[config.mk]
export PLATFORM = sky130hd
export DESIGN_NAME = adcr_result_regs
export DESIGN_NICKNAME = d
export VERILOG_FILES = /design/src/include/adcr_pkg.sv /design/src/logic/adcr_result_regs.sv
export SDC_FILE = /design/constraint.sdc
export NUM_CORES = 1
export LEC_CHECK = 0
export CAP_MARGIN = 5
export CORE_ASPECT_RATIO = 1.4
export CORE_UTILIZATION = 40
export DETAILED_ROUTE_END_ITERATION = 12
export DONT_BUFFER_PORTS = 1
export PLACE_DENSITY = 0.64
export SLEW_MARGIN = 30
export SYNTH_ARGS = -nofsm -noshare
export SYNTH_HDL_FRONTEND = slang
export SYNTH_SLANG_ARGS = --single-unit
export TNS_END_PERCENT = 5
[constraint.sdc]
create_clock -name mclk -period 8.6 [get_ports mclk]
set_input_delay 0.86 -clock mclk [delete_from_list [all_inputs] [get_ports mclk]]
set_output_delay 0.86 -clock mclk [all_outputs]
set_load 0.005 [all_outputs]
[src/include/adcr_pkg.sv]
// Constants for the converter result register bank.
// Assumes a mode-3 serial link sampled by the system clock.
package adcr_pkg;
  localparam int            ADDR_W         = 6;
  localparam logic [5:0]    ADDR_STATUS    = 6'h00;
  localparam logic [5:0]    ADDR_MODE      = 6'h02;
  localparam logic [5:0]    ADDR_CHECKSUM  = 6'h03;
  localparam logic [5:0]    ADDR_DATA      = 6'h04;
  localparam logic [5:0]    ADDR_USER_BASE = 6'h20;
  localparam int            CMD_READ_BIT   = 6;
  localparam int            IFM_SHORT      = 0;
  localparam int            IFM_CHK_LO     = 2;
  localparam int            IFM_INTEG      = 5;
  localparam int            IFM_APPEND     = 6;
  localparam logic [15:0]   IFM_WRITE_MASK = 16'h006D;
  localparam logic [15:0]   MODE_RESET     = 16'h0000;
  localparam logic [15:0]   USER_RESET     = 16'h0000;
  localparam logic [23:0]   DATA_RESET     = 24'h000000;
  localparam logic [23:0]   CHECKSUM_RESET = 24'h000000;
  localparam int            SETUP_POL_BIT  = 12;
  localparam logic [1:0]    CHK_OFF        = 2'h0;
  localparam logic [1:0]    CHK_XOR        = 2'h1;
  localparam logic [1:0]    CHK_CRC        = 2'h2;
  localparam logic [7:0]    CRC_POLY       = 8'h07;
  localparam logic [2:0]    USER_BYTES     = 3'h2;
  typedef enum logic [1:0] {ST_CMD, ST_WR, ST_RD} adcr_state_t;
endpackage

[src/logic/adcr_result_regs.sv]
// Result register bank with serial register access, checksum and data hold-off.
// Assumes link pins are asynchronous to mclk and the conversion inputs share mclk.
// Behaviour
// - Checksum mode 01: reads get an XOR byte, writes still carry a CRC.
// - Checksum mode 10: reads and writes carry a CRC byte, checked here.
// - Interface mode bit 1 is reserved, resets zero, always reads zero.
// - Short word select bit 0 chooses 24-bit or 16-bit data reads.
// - Mode writes leave the converter alone; new length applies to next result.
// - Checksum register at 0x03 is a read-only 24-bit XOR of user registers.
// - Checksum register reads zero while integrity checking is disabled.
// - Data register at 0x04 holds the latest result, read-only, resets zero.
// - Reading the data register drives the ready flag and pin high.
// - Data register may be reread and returns the same stored result.
// - After a data read command, new results do not overwrite the data until cs_n rises.
// - Append status adds the status byte after the result on data reads.
// - Checked register changes while enabled flag an integrity error; disabling clears.
// - Checksum protection lengthens each transfer by exactly one byte.
// - Appended status carries the channel latched with the returned result.
`timescale 1ns/1ps
module adcr_result_regs #(
  parameter int NUM_USER = 4
) (
  input  wire logic        mclk,
  input  wire logic        resetn,
  input  wire logic        sclk,
  input  wire logic        cs_n,
  input  wire logic        din,
  output logic             dout,
  output logic             dout_oe,
  output logic             rdy_n,
  input  wire logic        conv_start,
  input  wire logic        conv_valid,
  input  wire logic [23:0] conv_data,
  input  wire logic [3:0]  conv_channel,
  output logic             polarity_select
);
  if (NUM_USER < 1 || NUM_USER > 31) begin : g_check
    $error("NUM_USER out of range");
  end

  function automatic logic [7:0] crc8(input logic [39:0] d, input logic [5:0] n);
    logic [7:0] c;
    c = 8'h00;
    for (int i = 0; i < 40; i++) begin
      if (i < int'(n)) begin
        c = {c[6:0], 1'b0} ^ ((c[7] ^ d[39-i]) ? adcr_pkg::CRC_POLY : 8'h00);
      end
    end
    return c;
  endfunction

  function automatic logic [7:0] xor8(input logic [39:0] d, input logic [5:0] n);
    logic [7:0] x;
    x = 8'h00;
    for (int i = 0; i < 5; i++) begin
      x = x ^ ((i * 8 < int'(n)) ? d[39-8*i -: 8] : 8'h00);
    end
    return x;
  endfunction

  function automatic logic is_user(input logic [5:0] a);
    return (a >= adcr_pkg::ADDR_USER_BASE) &&
           (int'(a) - int'(adcr_pkg::ADDR_USER_BASE) < NUM_USER);
  endfunction

  logic [2:0]  s_sclk;
  logic [1:0]  s_cs;
  logic [1:0]  s_din;
  always_ff @(posedge mclk or negedge resetn) begin
    if (!resetn) begin
      s_sclk <= 3'h7;
      s_cs   <= 2'h3;
      s_din  <= 2'h0;
    end else begin
      s_sclk <= {s_sclk[1:0], sclk};
      s_cs   <= {s_cs[0], cs_n};
      s_din  <= {s_din[0], din};
    end
  end
  logic sclk_rise;
  logic sclk_fall;
  assign sclk_rise = s_sclk[1] & ~s_sclk[2];
  assign sclk_fall = ~s_sclk[1] & s_sclk[2];

  adcr_pkg::adcr_state_t state, next_state;
  logic [5:0]  bit_cnt, next_bit_cnt;
  logic [5:0]  nbits, next_nbits;
  logic [7:0]  cmd, next_cmd;
  logic [39:0] rx_sr, next_rx_sr;
  logic [39:0] tx_sr, next_tx_sr;
  logic [15:0] mode_reg, next_mode_reg;
  logic [15:0] user [NUM_USER];
  logic [15:0] next_user [NUM_USER];
  logic [23:0] data_reg, next_data_reg;
  logic [3:0]  chan_reg, next_chan_reg;
  logic        next_rdy_n, hold, next_hold, reg_err, next_reg_err;
  logic        crc_err, next_crc_err, active_wl, next_active_wl;
  logic        next_dout, next_dout_oe, next_pol;
  logic [23:0] chk_calc;
  logic [7:0]  stat;
  logic [1:0]  chk_mode;

  always_comb begin
    chk_calc = 24'h000000;
    for (int i = 0; i < NUM_USER; i++) begin
      chk_calc = chk_calc ^ {8'h00, user[i]};
    end
  end
  assign stat     = {rdy_n, reg_err, crc_err, 1'b0, chan_reg};
  assign chk_mode = mode_reg[adcr_pkg::IFM_CHK_LO +: 2];

  always_comb begin
    logic [7:0]  c;
    logic [5:0]  a;
    logic [2:0]  nb;
    logic [31:0] v;
    logic [7:0]  cb;
    logic [39:0] rxn;
    logic [15:0] pay;
    int          ui;
    c = 8'h00;
    a = 6'h00;
    nb = 3'h1;
    v = 32'h00000000;
    cb = 8'h00;
    rxn = {rx_sr[38:0], s_din[1]};
    pay = 16'h0000;
    ui = 0;
    next_state = state;
    next_bit_cnt = bit_cnt;
    next_nbits = nbits;
    next_cmd = cmd;
    next_rx_sr = rx_sr;
    next_tx_sr = tx_sr;
    next_mode_reg = mode_reg;
    next_user = user;
    next_data_reg = data_reg;
    next_chan_reg = chan_reg;
    next_rdy_n = rdy_n;
    next_hold = hold;
    next_reg_err = reg_err;
    next_crc_err = crc_err;
    next_active_wl = active_wl;
    next_dout = dout;
    next_dout_oe = dout_oe;
    next_pol = user[0][adcr_pkg::SETUP_POL_BIT];
    if (conv_start) begin
      next_active_wl = mode_reg[adcr_pkg::IFM_SHORT];
    end
    if (s_cs[1]) begin
      next_state = adcr_pkg::ST_CMD;
      next_bit_cnt = 6'h00;
      next_hold = 1'b0;
      next_dout_oe = 1'b0;
      next_dout = 1'b0;
    end else begin
      next_dout_oe = 1'b1;
      if (sclk_rise) begin
        next_bit_cnt = bit_cnt + 6'h01;
        unique case (state)
          adcr_pkg::ST_CMD: begin
            c = {cmd[6:0], s_din[1]};
            next_cmd = c;
            if (bit_cnt == 6'd7) begin
              a = c[5:0];
              next_bit_cnt = 6'h00;
              if (c[adcr_pkg::CMD_READ_BIT]) begin
                if (a == adcr_pkg::ADDR_STATUS) begin
                  v = {stat, 24'h000000};
                  next_crc_err = 1'b0;
                end else if (a == adcr_pkg::ADDR_MODE) begin
                  nb = 3'h2;
                  v = {mode_reg & adcr_pkg::IFM_WRITE_MASK, 16'h0000};
                end else if (a == adcr_pkg::ADDR_CHECKSUM) begin
                  nb = 3'h3;
                  v = {(mode_reg[adcr_pkg::IFM_INTEG] ? chk_calc : 24'h000000), 8'h00};
                end else if (a == adcr_pkg::ADDR_DATA) begin
                  next_rdy_n = 1'b1;
                  next_hold = 1'b1;
                  nb = mode_reg[adcr_pkg::IFM_SHORT] ? 3'h2 : 3'h3;
                  v = mode_reg[adcr_pkg::IFM_SHORT] ? {data_reg[15:0], stat, 8'h00} :
                      {data_reg, stat};
                  if (mode_reg[adcr_pkg::IFM_APPEND]) begin
                    nb = nb + 3'h1;
                  end else begin
                    v = v & ~(32'hFF000000 >> {nb, 3'b000});
                  end
                end else if (is_user(a)) begin
                  nb = adcr_pkg::USER_BYTES;
                  ui = int'(a) - int'(adcr_pkg::ADDR_USER_BASE);
                  v = {user[ui], 16'h0000};
                end
                cb = (chk_mode == adcr_pkg::CHK_XOR) ? xor8({c, v}, {nb, 3'b000} + 6'd8) :
                     crc8({c, v}, {nb, 3'b000} + 6'd8);
                next_tx_sr = {v, 8'h00};
                if (chk_mode != adcr_pkg::CHK_OFF) begin
                  next_tx_sr = {v, 8'h00} | ({32'h00000000, cb} << (6'd32 - {nb, 3'b000}));
                end
                next_state = adcr_pkg::ST_RD;
              end else begin
                next_state = adcr_pkg::ST_WR;
                nb = (a == adcr_pkg::ADDR_MODE || is_user(a)) ? adcr_pkg::USER_BYTES : 3'h1;
              end
              next_nbits = {nb, 3'b000} + ((chk_mode != adcr_pkg::CHK_OFF) ? 6'd8 : 6'd0);
            end
          end
          adcr_pkg::ST_WR: begin
            next_rx_sr = rxn;
            if (bit_cnt == nbits - 6'd1) begin
              next_state = adcr_pkg::ST_CMD;
              next_bit_cnt = 6'h00;
              a = cmd[5:0];
              pay = (chk_mode != adcr_pkg::CHK_OFF) ? rxn[23:8] : rxn[15:0];
              // Writes are CRC checked in both checksum modes
              if (chk_mode != adcr_pkg::CHK_OFF &&
                  crc8({cmd, pay, 16'h0000}, 6'd24) != rxn[7:0]) begin
                next_crc_err = 1'b1;
              end else if (a == adcr_pkg::ADDR_MODE) begin
                next_mode_reg = pay & adcr_pkg::IFM_WRITE_MASK;
                if (!pay[adcr_pkg::IFM_INTEG]) begin
                  next_reg_err = 1'b0;
                end
              end else if (is_user(a)) begin
                ui = int'(a) - int'(adcr_pkg::ADDR_USER_BASE);
                next_user[ui] = pay;
                if (mode_reg[adcr_pkg::IFM_INTEG] && pay != user[ui]) begin
                  next_reg_err = 1'b1;
                end
              end
            end
          end
          adcr_pkg::ST_RD: begin
            if (bit_cnt == nbits - 6'd1) begin
              next_state = adcr_pkg::ST_CMD;
              next_bit_cnt = 6'h00;
            end
          end
        endcase
      end else if (sclk_fall && state == adcr_pkg::ST_RD) begin
        // Bits leave on a fall so the host can take each one on the next rise
        next_tx_sr = {tx_sr[38:0], 1'b0};
        next_dout = tx_sr[39];
      end
    end
    // Result dropped, not queued, while a data read is pending
    if (conv_valid && !hold && !(s_cs[1] == 1'b0 && next_hold)) begin
      next_data_reg = active_wl ? {8'h00, conv_data[23:8]} : conv_data;
      next_chan_reg = conv_channel;
      next_rdy_n = 1'b0;
    end
  end

  always_ff @(posedge mclk or negedge resetn) begin
    if (!resetn) begin
      state <= adcr_pkg::ST_CMD;
      bit_cnt <= 6'h00;
      nbits <= 6'h00;
      cmd <= 8'h00;
      rx_sr <= 40'h0000000000;
      tx_sr <= 40'h0000000000;
      mode_reg <= adcr_pkg::MODE_RESET;
      for (int i = 0; i < NUM_USER; i++) begin
        user[i] <= adcr_pkg::USER_RESET;
      end
      data_reg <= adcr_pkg::DATA_RESET;
      chan_reg <= 4'h0;
      rdy_n <= 1'b1;
      hold <= 1'b0;
      reg_err <= 1'b0;
      crc_err <= 1'b0;
      active_wl <= 1'b0;
      dout <= 1'b0;
      dout_oe <= 1'b0;
      polarity_select <= 1'b0;
    end else begin
      state <= next_state;
      bit_cnt <= next_bit_cnt;
      nbits <= next_nbits;
      cmd <= next_cmd;
      rx_sr <= next_rx_sr;
      tx_sr <= next_tx_sr;
      mode_reg <= next_mode_reg;
      user <= next_user;
      data_reg <= next_data_reg;
      chan_reg <= next_chan_reg;
      rdy_n <= next_rdy_n;
      hold <= next_hold;
      reg_err <= next_reg_err;
      crc_err <= next_crc_err;
      active_wl <= next_active_wl;
      dout <= next_dout;
      dout_oe <= next_dout_oe;
      polarity_select <= next_pol;
    end
  end
endmodule

* After elaboration in Yosys (flattened, before gate mapping)
Cells that the tools add are included. W data, S select, Z words.
Operators by class: magnitude comparators 47, add/sub/neg operators 8, eq/ne operators 27, bitwise logic cells 143, shift operators 2, reduce and logical (&&, ||, !) cells 38, multiplexer cells 499
Operator list (count):
- $mux W8 | 341
- $xor A8 B3 Y8 | 62
- $mux W32 | 12
- $mux W3 | 80
- $mux W40 | 6
- $mux W16 | 7
- $lt A5 B6 Y1 const A | 16
- $not A32 Y32 | 3
- $bmux W16 S2 | 2
- $bwmux W64 | 1
- $ge A32 B3 Y1 const B | 2
- $xor A1 B1 Y1 | 62
- $lt A4 B6 Y1 const A | 8
- $lt A6 B6 Y1 const A | 8
- $xor A16 B16 Y16 | 3
- $or A40 B40 Y40 | 1
- $shl A8 B6 Y40 | 1
- $mux W1 | 33
- $and A32 B32 Y32 | 1
- $demux W16 S2 | 1
- $lt A32 B1 Y1 const B | 1
- $lt A32 B4 Y1 const B | 1
- $shr A32 B5 Y32 const A | 1
- $xor A8 B8 Y8 | 4
- other kinds (47) | 107
Word-level totals: register bits 197, output and inout port bits 4

* Logic depth before layout (Yosys ltp)
depth in word-level cells 380, mapped depth 32, gate-level depth less buffers 27

* Worst setup path after synthesis
Ideal clock, no wire load.
kind register to register, start register mode_reg[0], end register tx_sr[21], path slack 0.395 ns, required time 8.505 ns, setup time 0.095 ns, cell stages (with the launch flop) 32, data arrival time 8.109 ns, path through dfrtp_1 clkbuf_1 buf_2 clkbuf_1 inv_2 ha_1 nor3_1 nor3_1 buf_2 inv_1 clkbuf_1 buf_1 ha_1 nor4_1 or2_0 clkbuf_1 o22ai_1 xnor2_1 xnor3_1 xor2_1 a211o_1 a31oi_1 xor2_1 xor2_1 mux2_2 nor3_1 xnor3_1 o211a_1 or4_1 nand3_1 nand3_1 o31ai_1
On the way: word-level cells in the longest chain between the ends 313
Ends and longest elaborated chain:
- start: declaration | RTL line adcr_result_regs.sv:91 | logic [15:0] mode_reg, next_mode_reg;
- start signal: assignment | RTL line adcr_result_regs.sv:261 | mode_reg <= adcr_pkg::MODE_RESET;
- start signal: assignment | RTL line adcr_result_regs.sv:282 | mode_reg <= next_mode_reg;
- $mux W1 | RTL line adcr_result_regs.sv:180 | nb = mode_reg[adcr_pkg::IFM_SHORT] ? 3'h2 : 3'h3;
- $add A2 B1 Y3 | RTL line adcr_result_regs.sv:184 | nb = nb + 3'h1;
- $mux W3 | RTL line adcr_result_regs.sv:183 | if (mode_reg[adcr_pkg::IFM_APPEND]) begin
- $mux W3 | RTL line adcr_result_regs.sv:177 | end else if (a == adcr_pkg::ADDR_DATA) begin
- $mux W3 | RTL line adcr_result_regs.sv:174 | end else if (a == adcr_pkg::ADDR_CHECKSUM) begin
- $mux W3 | RTL line adcr_result_regs.sv:171 | end else if (a == adcr_pkg::ADDR_MODE) begin
- $mux W3 | RTL line adcr_result_regs.sv:168 | if (a == adcr_pkg::ADDR_STATUS) begin
- $mux W3 | RTL line adcr_result_regs.sv:167 | if (c[adcr_pkg::CMD_READ_BIT]) begin
- [... 297 more ...]
- $mux W8 | RTL line adcr_result_regs.sv:193 | cb = (chk_mode == adcr_pkg::CHK_XOR) ? xor8({c, v}, {nb, 3'b000} + 6'd8) :
- $shl A8 B6 Y40 | RTL line adcr_result_regs.sv:197 | next_tx_sr = {v, 8'h00} | ({32'h00000000, cb} << (6'd32 - {nb, 3'b000}));
- $or A40 B40 Y40 | RTL line adcr_result_regs.sv:197
- $mux W40 (*) | RTL line adcr_result_regs.sv:196 | if (chk_mode != adcr_pkg::CHK_OFF) begin
- $mux W40 (*) | RTL line adcr_result_regs.sv:167
- $mux W40 (*) | RTL line adcr_result_regs.sv:164 | if (bit_cnt == 6'd7) begin
- $mux W40 (*) | RTL line adcr_result_regs.sv:160 | unique case (state)
- $mux W40 (*) | RTL line adcr_result_regs.sv:158 | if (sclk_rise) begin
- end signal: assignment | RTL line adcr_result_regs.sv:281 | tx_sr <= next_tx_sr;
- end: declaration | RTL line adcr_result_regs.sv:90 | logic [39:0] tx_sr, next_tx_sr;
Every way passes the cells marked *; elsewhere a longest branch is shown, timed or not. The select of a mux whose other input is x is not followed. A chain may end at the register's enable or synchronous reset.

* Worst setup path after layout
start register cmd[4], end register tx_sr[37]
On the way: word-level cells in the longest chain between the ends 314
Ends and longest elaborated chain:
- start: declaration | RTL line adcr_result_regs.sv:88 | logic [7:0] cmd, next_cmd;
- start signal: assignment | RTL line adcr_result_regs.sv:279 | cmd <= next_cmd;
- $sub A6 B6 Y7 | RTL line adcr_result_regs.sv:63 | (int'(a) - int'(adcr_pkg::ADDR_USER_BASE) < NUM_USER);
- $lt A7 B4 Y1 | RTL line adcr_result_regs.sv:63
- $logic_and A1 B1 Y1 | RTL line adcr_result_regs.sv:62 | return (a >= adcr_pkg::ADDR_USER_BASE) &&
- $mux W2 | RTL line adcr_result_regs.sv:188 | end else if (is_user(a)) begin
- $mux W3 | RTL line adcr_result_regs.sv:177
- $mux W3 | RTL line adcr_result_regs.sv:174
- $mux W3 | RTL line adcr_result_regs.sv:171
- $mux W3 | RTL line adcr_result_regs.sv:168
- [... 298 more ...]
- $mux W8 | RTL line adcr_result_regs.sv:193
- $shl A8 B6 Y40 | RTL line adcr_result_regs.sv:197
- $or A40 B40 Y40 | RTL line adcr_result_regs.sv:197
- $mux W40 (*) | RTL line adcr_result_regs.sv:196
- $mux W40 (*) | RTL line adcr_result_regs.sv:167
- $mux W40 (*) | RTL line adcr_result_regs.sv:164
- $mux W40 (*) | RTL line adcr_result_regs.sv:160
- $mux W40 (*) | RTL line adcr_result_regs.sv:158
Marks and branches as above.

==> impl_metrics.toml <==
[status]
status = "completed"

[detailed_routing]
drcViolationCount = 0
vias_per_cell = 5.935
drt-pass1-iter-count = 5
routed_wl_um = 45700
wl_per_cell_um = 22.41
drt_iter0_markers = 969
vias = 12100
antenna_left = 0

[die]
pin_count = 39
die_h_um = 227.5
dieArea_um2 = 37090
num_rows = 82
initial_core_util = 0.4057
die-width_um = 163.1
core_area_um2 = 35810

[grt]
grt_pass1_wl_um = 71290
antenna_found_initial = 0
grt_pass1_vias = 11990
grt_overflow = 0
grt_max_degree = 195
grt_usage = 0.2555

[worst_setup_path]
timing.rr.end = "tx_sr[37]"
path_class = "reg2reg"
cp-end-kind = "flip-flop"
rr_worst_depth = 27
critPathMaxFanout = 22
required_ps = 8950
arrival_ps = 8380
r2r_start = "cmd[4]"
start_kind = "flip-flop"
regToRegSetupSlack_ps = 570

[clocking]
tritoncts = "yes"
cts_buffer_depth = 2
clk_latency_ps = 450
clock-root-buffer = "clkbuf_16"
cts.sinks = 194
h-tree-depth = 4
cts_buffers = 17
clk_pin_slew_ps = 80

[logic_synthesis]
postSynthCellCount = 1599
ys_types = 96
ys_async_sr_fraction = 1.000
ys_top_cells_by_count = "188 x dfrtp_1, 176 x nand2_1, 151 x o21ai_0"
synthesis.nets = 1650
yosysMostFrequentCell = "dfrtp_1"
seq_area_frac_synth = 0.3347
synth_seq_cells = 194
dominantRegCellSynth = "dfrtp_1"
yosys_warnings = 0
synth_area_um2 = 14530
avgSynthCellArea_um2 = 9.084
synthTopCellsByArea = "dfrtp_1 32%, xnor2_1 8.2%, o21ai_0 5.2%"
synth_top_area_cell = "dfrtp_1"
synth_edf_count = 0
synthDominantCellAreaShare = 0.3239

[cells_and_area]
multi_input_area_um2 = 9243
n_fill_cell = 3470
layoutNonFillerInstCount = 2039
largest_reg_flops = 63
fin_util = 0.4394
area_growth_pct = 8.321
seq_area_um2 = 4866
drive_above_1_share = 0.1281
final_area_um2 = 15730
antenna_cells = 0
nets = 1615

[pwr]
ir_worst_vdd_mv = 0.7852
powerDensity_nw_per_um2 = 457.4
power_leakage_nw = 6.453

[placed_design]
io_buffers = 0
post-place-ws_ps = 515.9
hpwl_um = 33950
place_area_um2 = 15090
place.gp.congestion = 0.9572
dp.cells = 2007

[timing]
setup_ws_ps = 565.7
fmax_ghz = 0.1245
maxSlewViolCount = 0
slew_headroom = 0.3059
post-route-period-util = 0.9342
finalSetupViolations = 0
min_period_ps = 8034
tightest_slew_ps = 1012
fin_setup_tns_ps = 0
skew_ps = 9.943
rsz0062_at_grt = "no"
hold_viol = 0

[hold_path]
worst_hold_path_type = "in2async"

[job]
drv_cap = 0
-- stage by stage --
step	hold slack, ps	total power [mW]
2_1_floorplan	331.2	5.173
5_1_grt	80.02	7.639
3_3_place_gp	336.7	6.214
6_report	102.4	7.196
4_1_cts	85.30	7.144
3_5_place_dp	342.6	6.273
-- final cells by class --
type / instances / area share
Tap cell: 462 / 0.03674
Clock buffer: 19 / 0.02815
Inverter: 27 / 0.006441
Clock inverter: 13 / 0.01050
Multi-Input combinational cell: 1279 / 0.5874
Sequential cell: 194 / 0.3093
Timing Repair Buffer: 45 / 0.02147
-- how the worst max path moves through the flow --
stage                      from        end
floorplan           mode_reg[0]  tx_sr[21]
global placement         cmd[4]  tx_sr[21]
detailed placement       cmd[4]  tx_sr[18]
CTS                      cmd[4]  tx_sr[37]
global route             cmd[4]  tx_sr[18]
finish                   cmd[4]  tx_sr[37]
-- what timing repair did --
action	CTS	global route
buffers inserted	0	0
resized for setup	0	5
hold endpoints to repair	0	0
hold buffers	0	0
endpoints found under the setup margin	0	10
-- critical path: stages (launching register included) --
cell,delay [ps]
dfrtp_1,510
inv_1,250
ha_1,290
or4bb_1,520
and3_4,200
nor3_2,170
inv_1,80
ha_1,310
buf_4,250
nor2_1,80
o21a_1,130
o21ai_0,240
o22ai_1,140
xnor2_1,340
xnor3_1,510
xor2_1,180
a211o_1,300
a31oi_1,240
xor2_1,330
xor2_1,350
mux2_2,420
nor3_2,280
xnor3_1,410
o211a_1,260
or4_1,470
nand3_1,200
nand3_1,150
o31ai_1,280
-- placed cells by master (no fill, tap or decap), types with 34 or more instances in the layout --
master   Yosys  final
a21oi_1     99     97
buf_4        3     45
dfrtp_1    188    185
mux2_2      36     36
mux2i_1     51     51
nand2_1    176    175
nand3_1     34     34
nor2_1     127    126
nor3_1      46     42
o21ai_0    151    151
xnor2_1    136    134
xor2_1      77     76
-- cell families (layout without fill, tap and decap cells) --
| family | Yosys count | in the layout | synth area share |
|---|---|---|---|
| and+or+nand+nor | 505 | 505 | 0.1652 |
| AOI/OAI and AO/OA | 397 | 397 | 0.1670 |
| xor gates and xnor gates | 241 | 241 | 0.1709 |
| DFF | 194 | 194 | 0.3347 |
| buffers and inverters | 126 | 104 | 0.03471 |
| muxes | 120 | 120 | 0.1136 |
| adders and majority gates | 16 | 16 | 0.01378 |
-- where the power goes --
part / internal, mW / leakage [nW] / switching, mW
logic: 2.43 / 3.54 / 2.95
clock network: 0.448 / 0.293 / 0.394
registers: 0.936 / 2.62 / 0.0403
-- metal layers --
layer | routed length [µm] | track usage | vias up | share of wire
met3 | 1878 | 0.03662 | 147 | 0.041
met2 | 22810 | 0.4412 | 344 | 0.50
li1 | - | - | 5651 | -
met5 | 0 | 0 | - | 0
met1 | 17980 | 0.2952 | 5960 | 0.39
met4 | 3032 | 0.1643 | 0 | 0.066
Note: power is estimated with default switching activity, not from simulation.
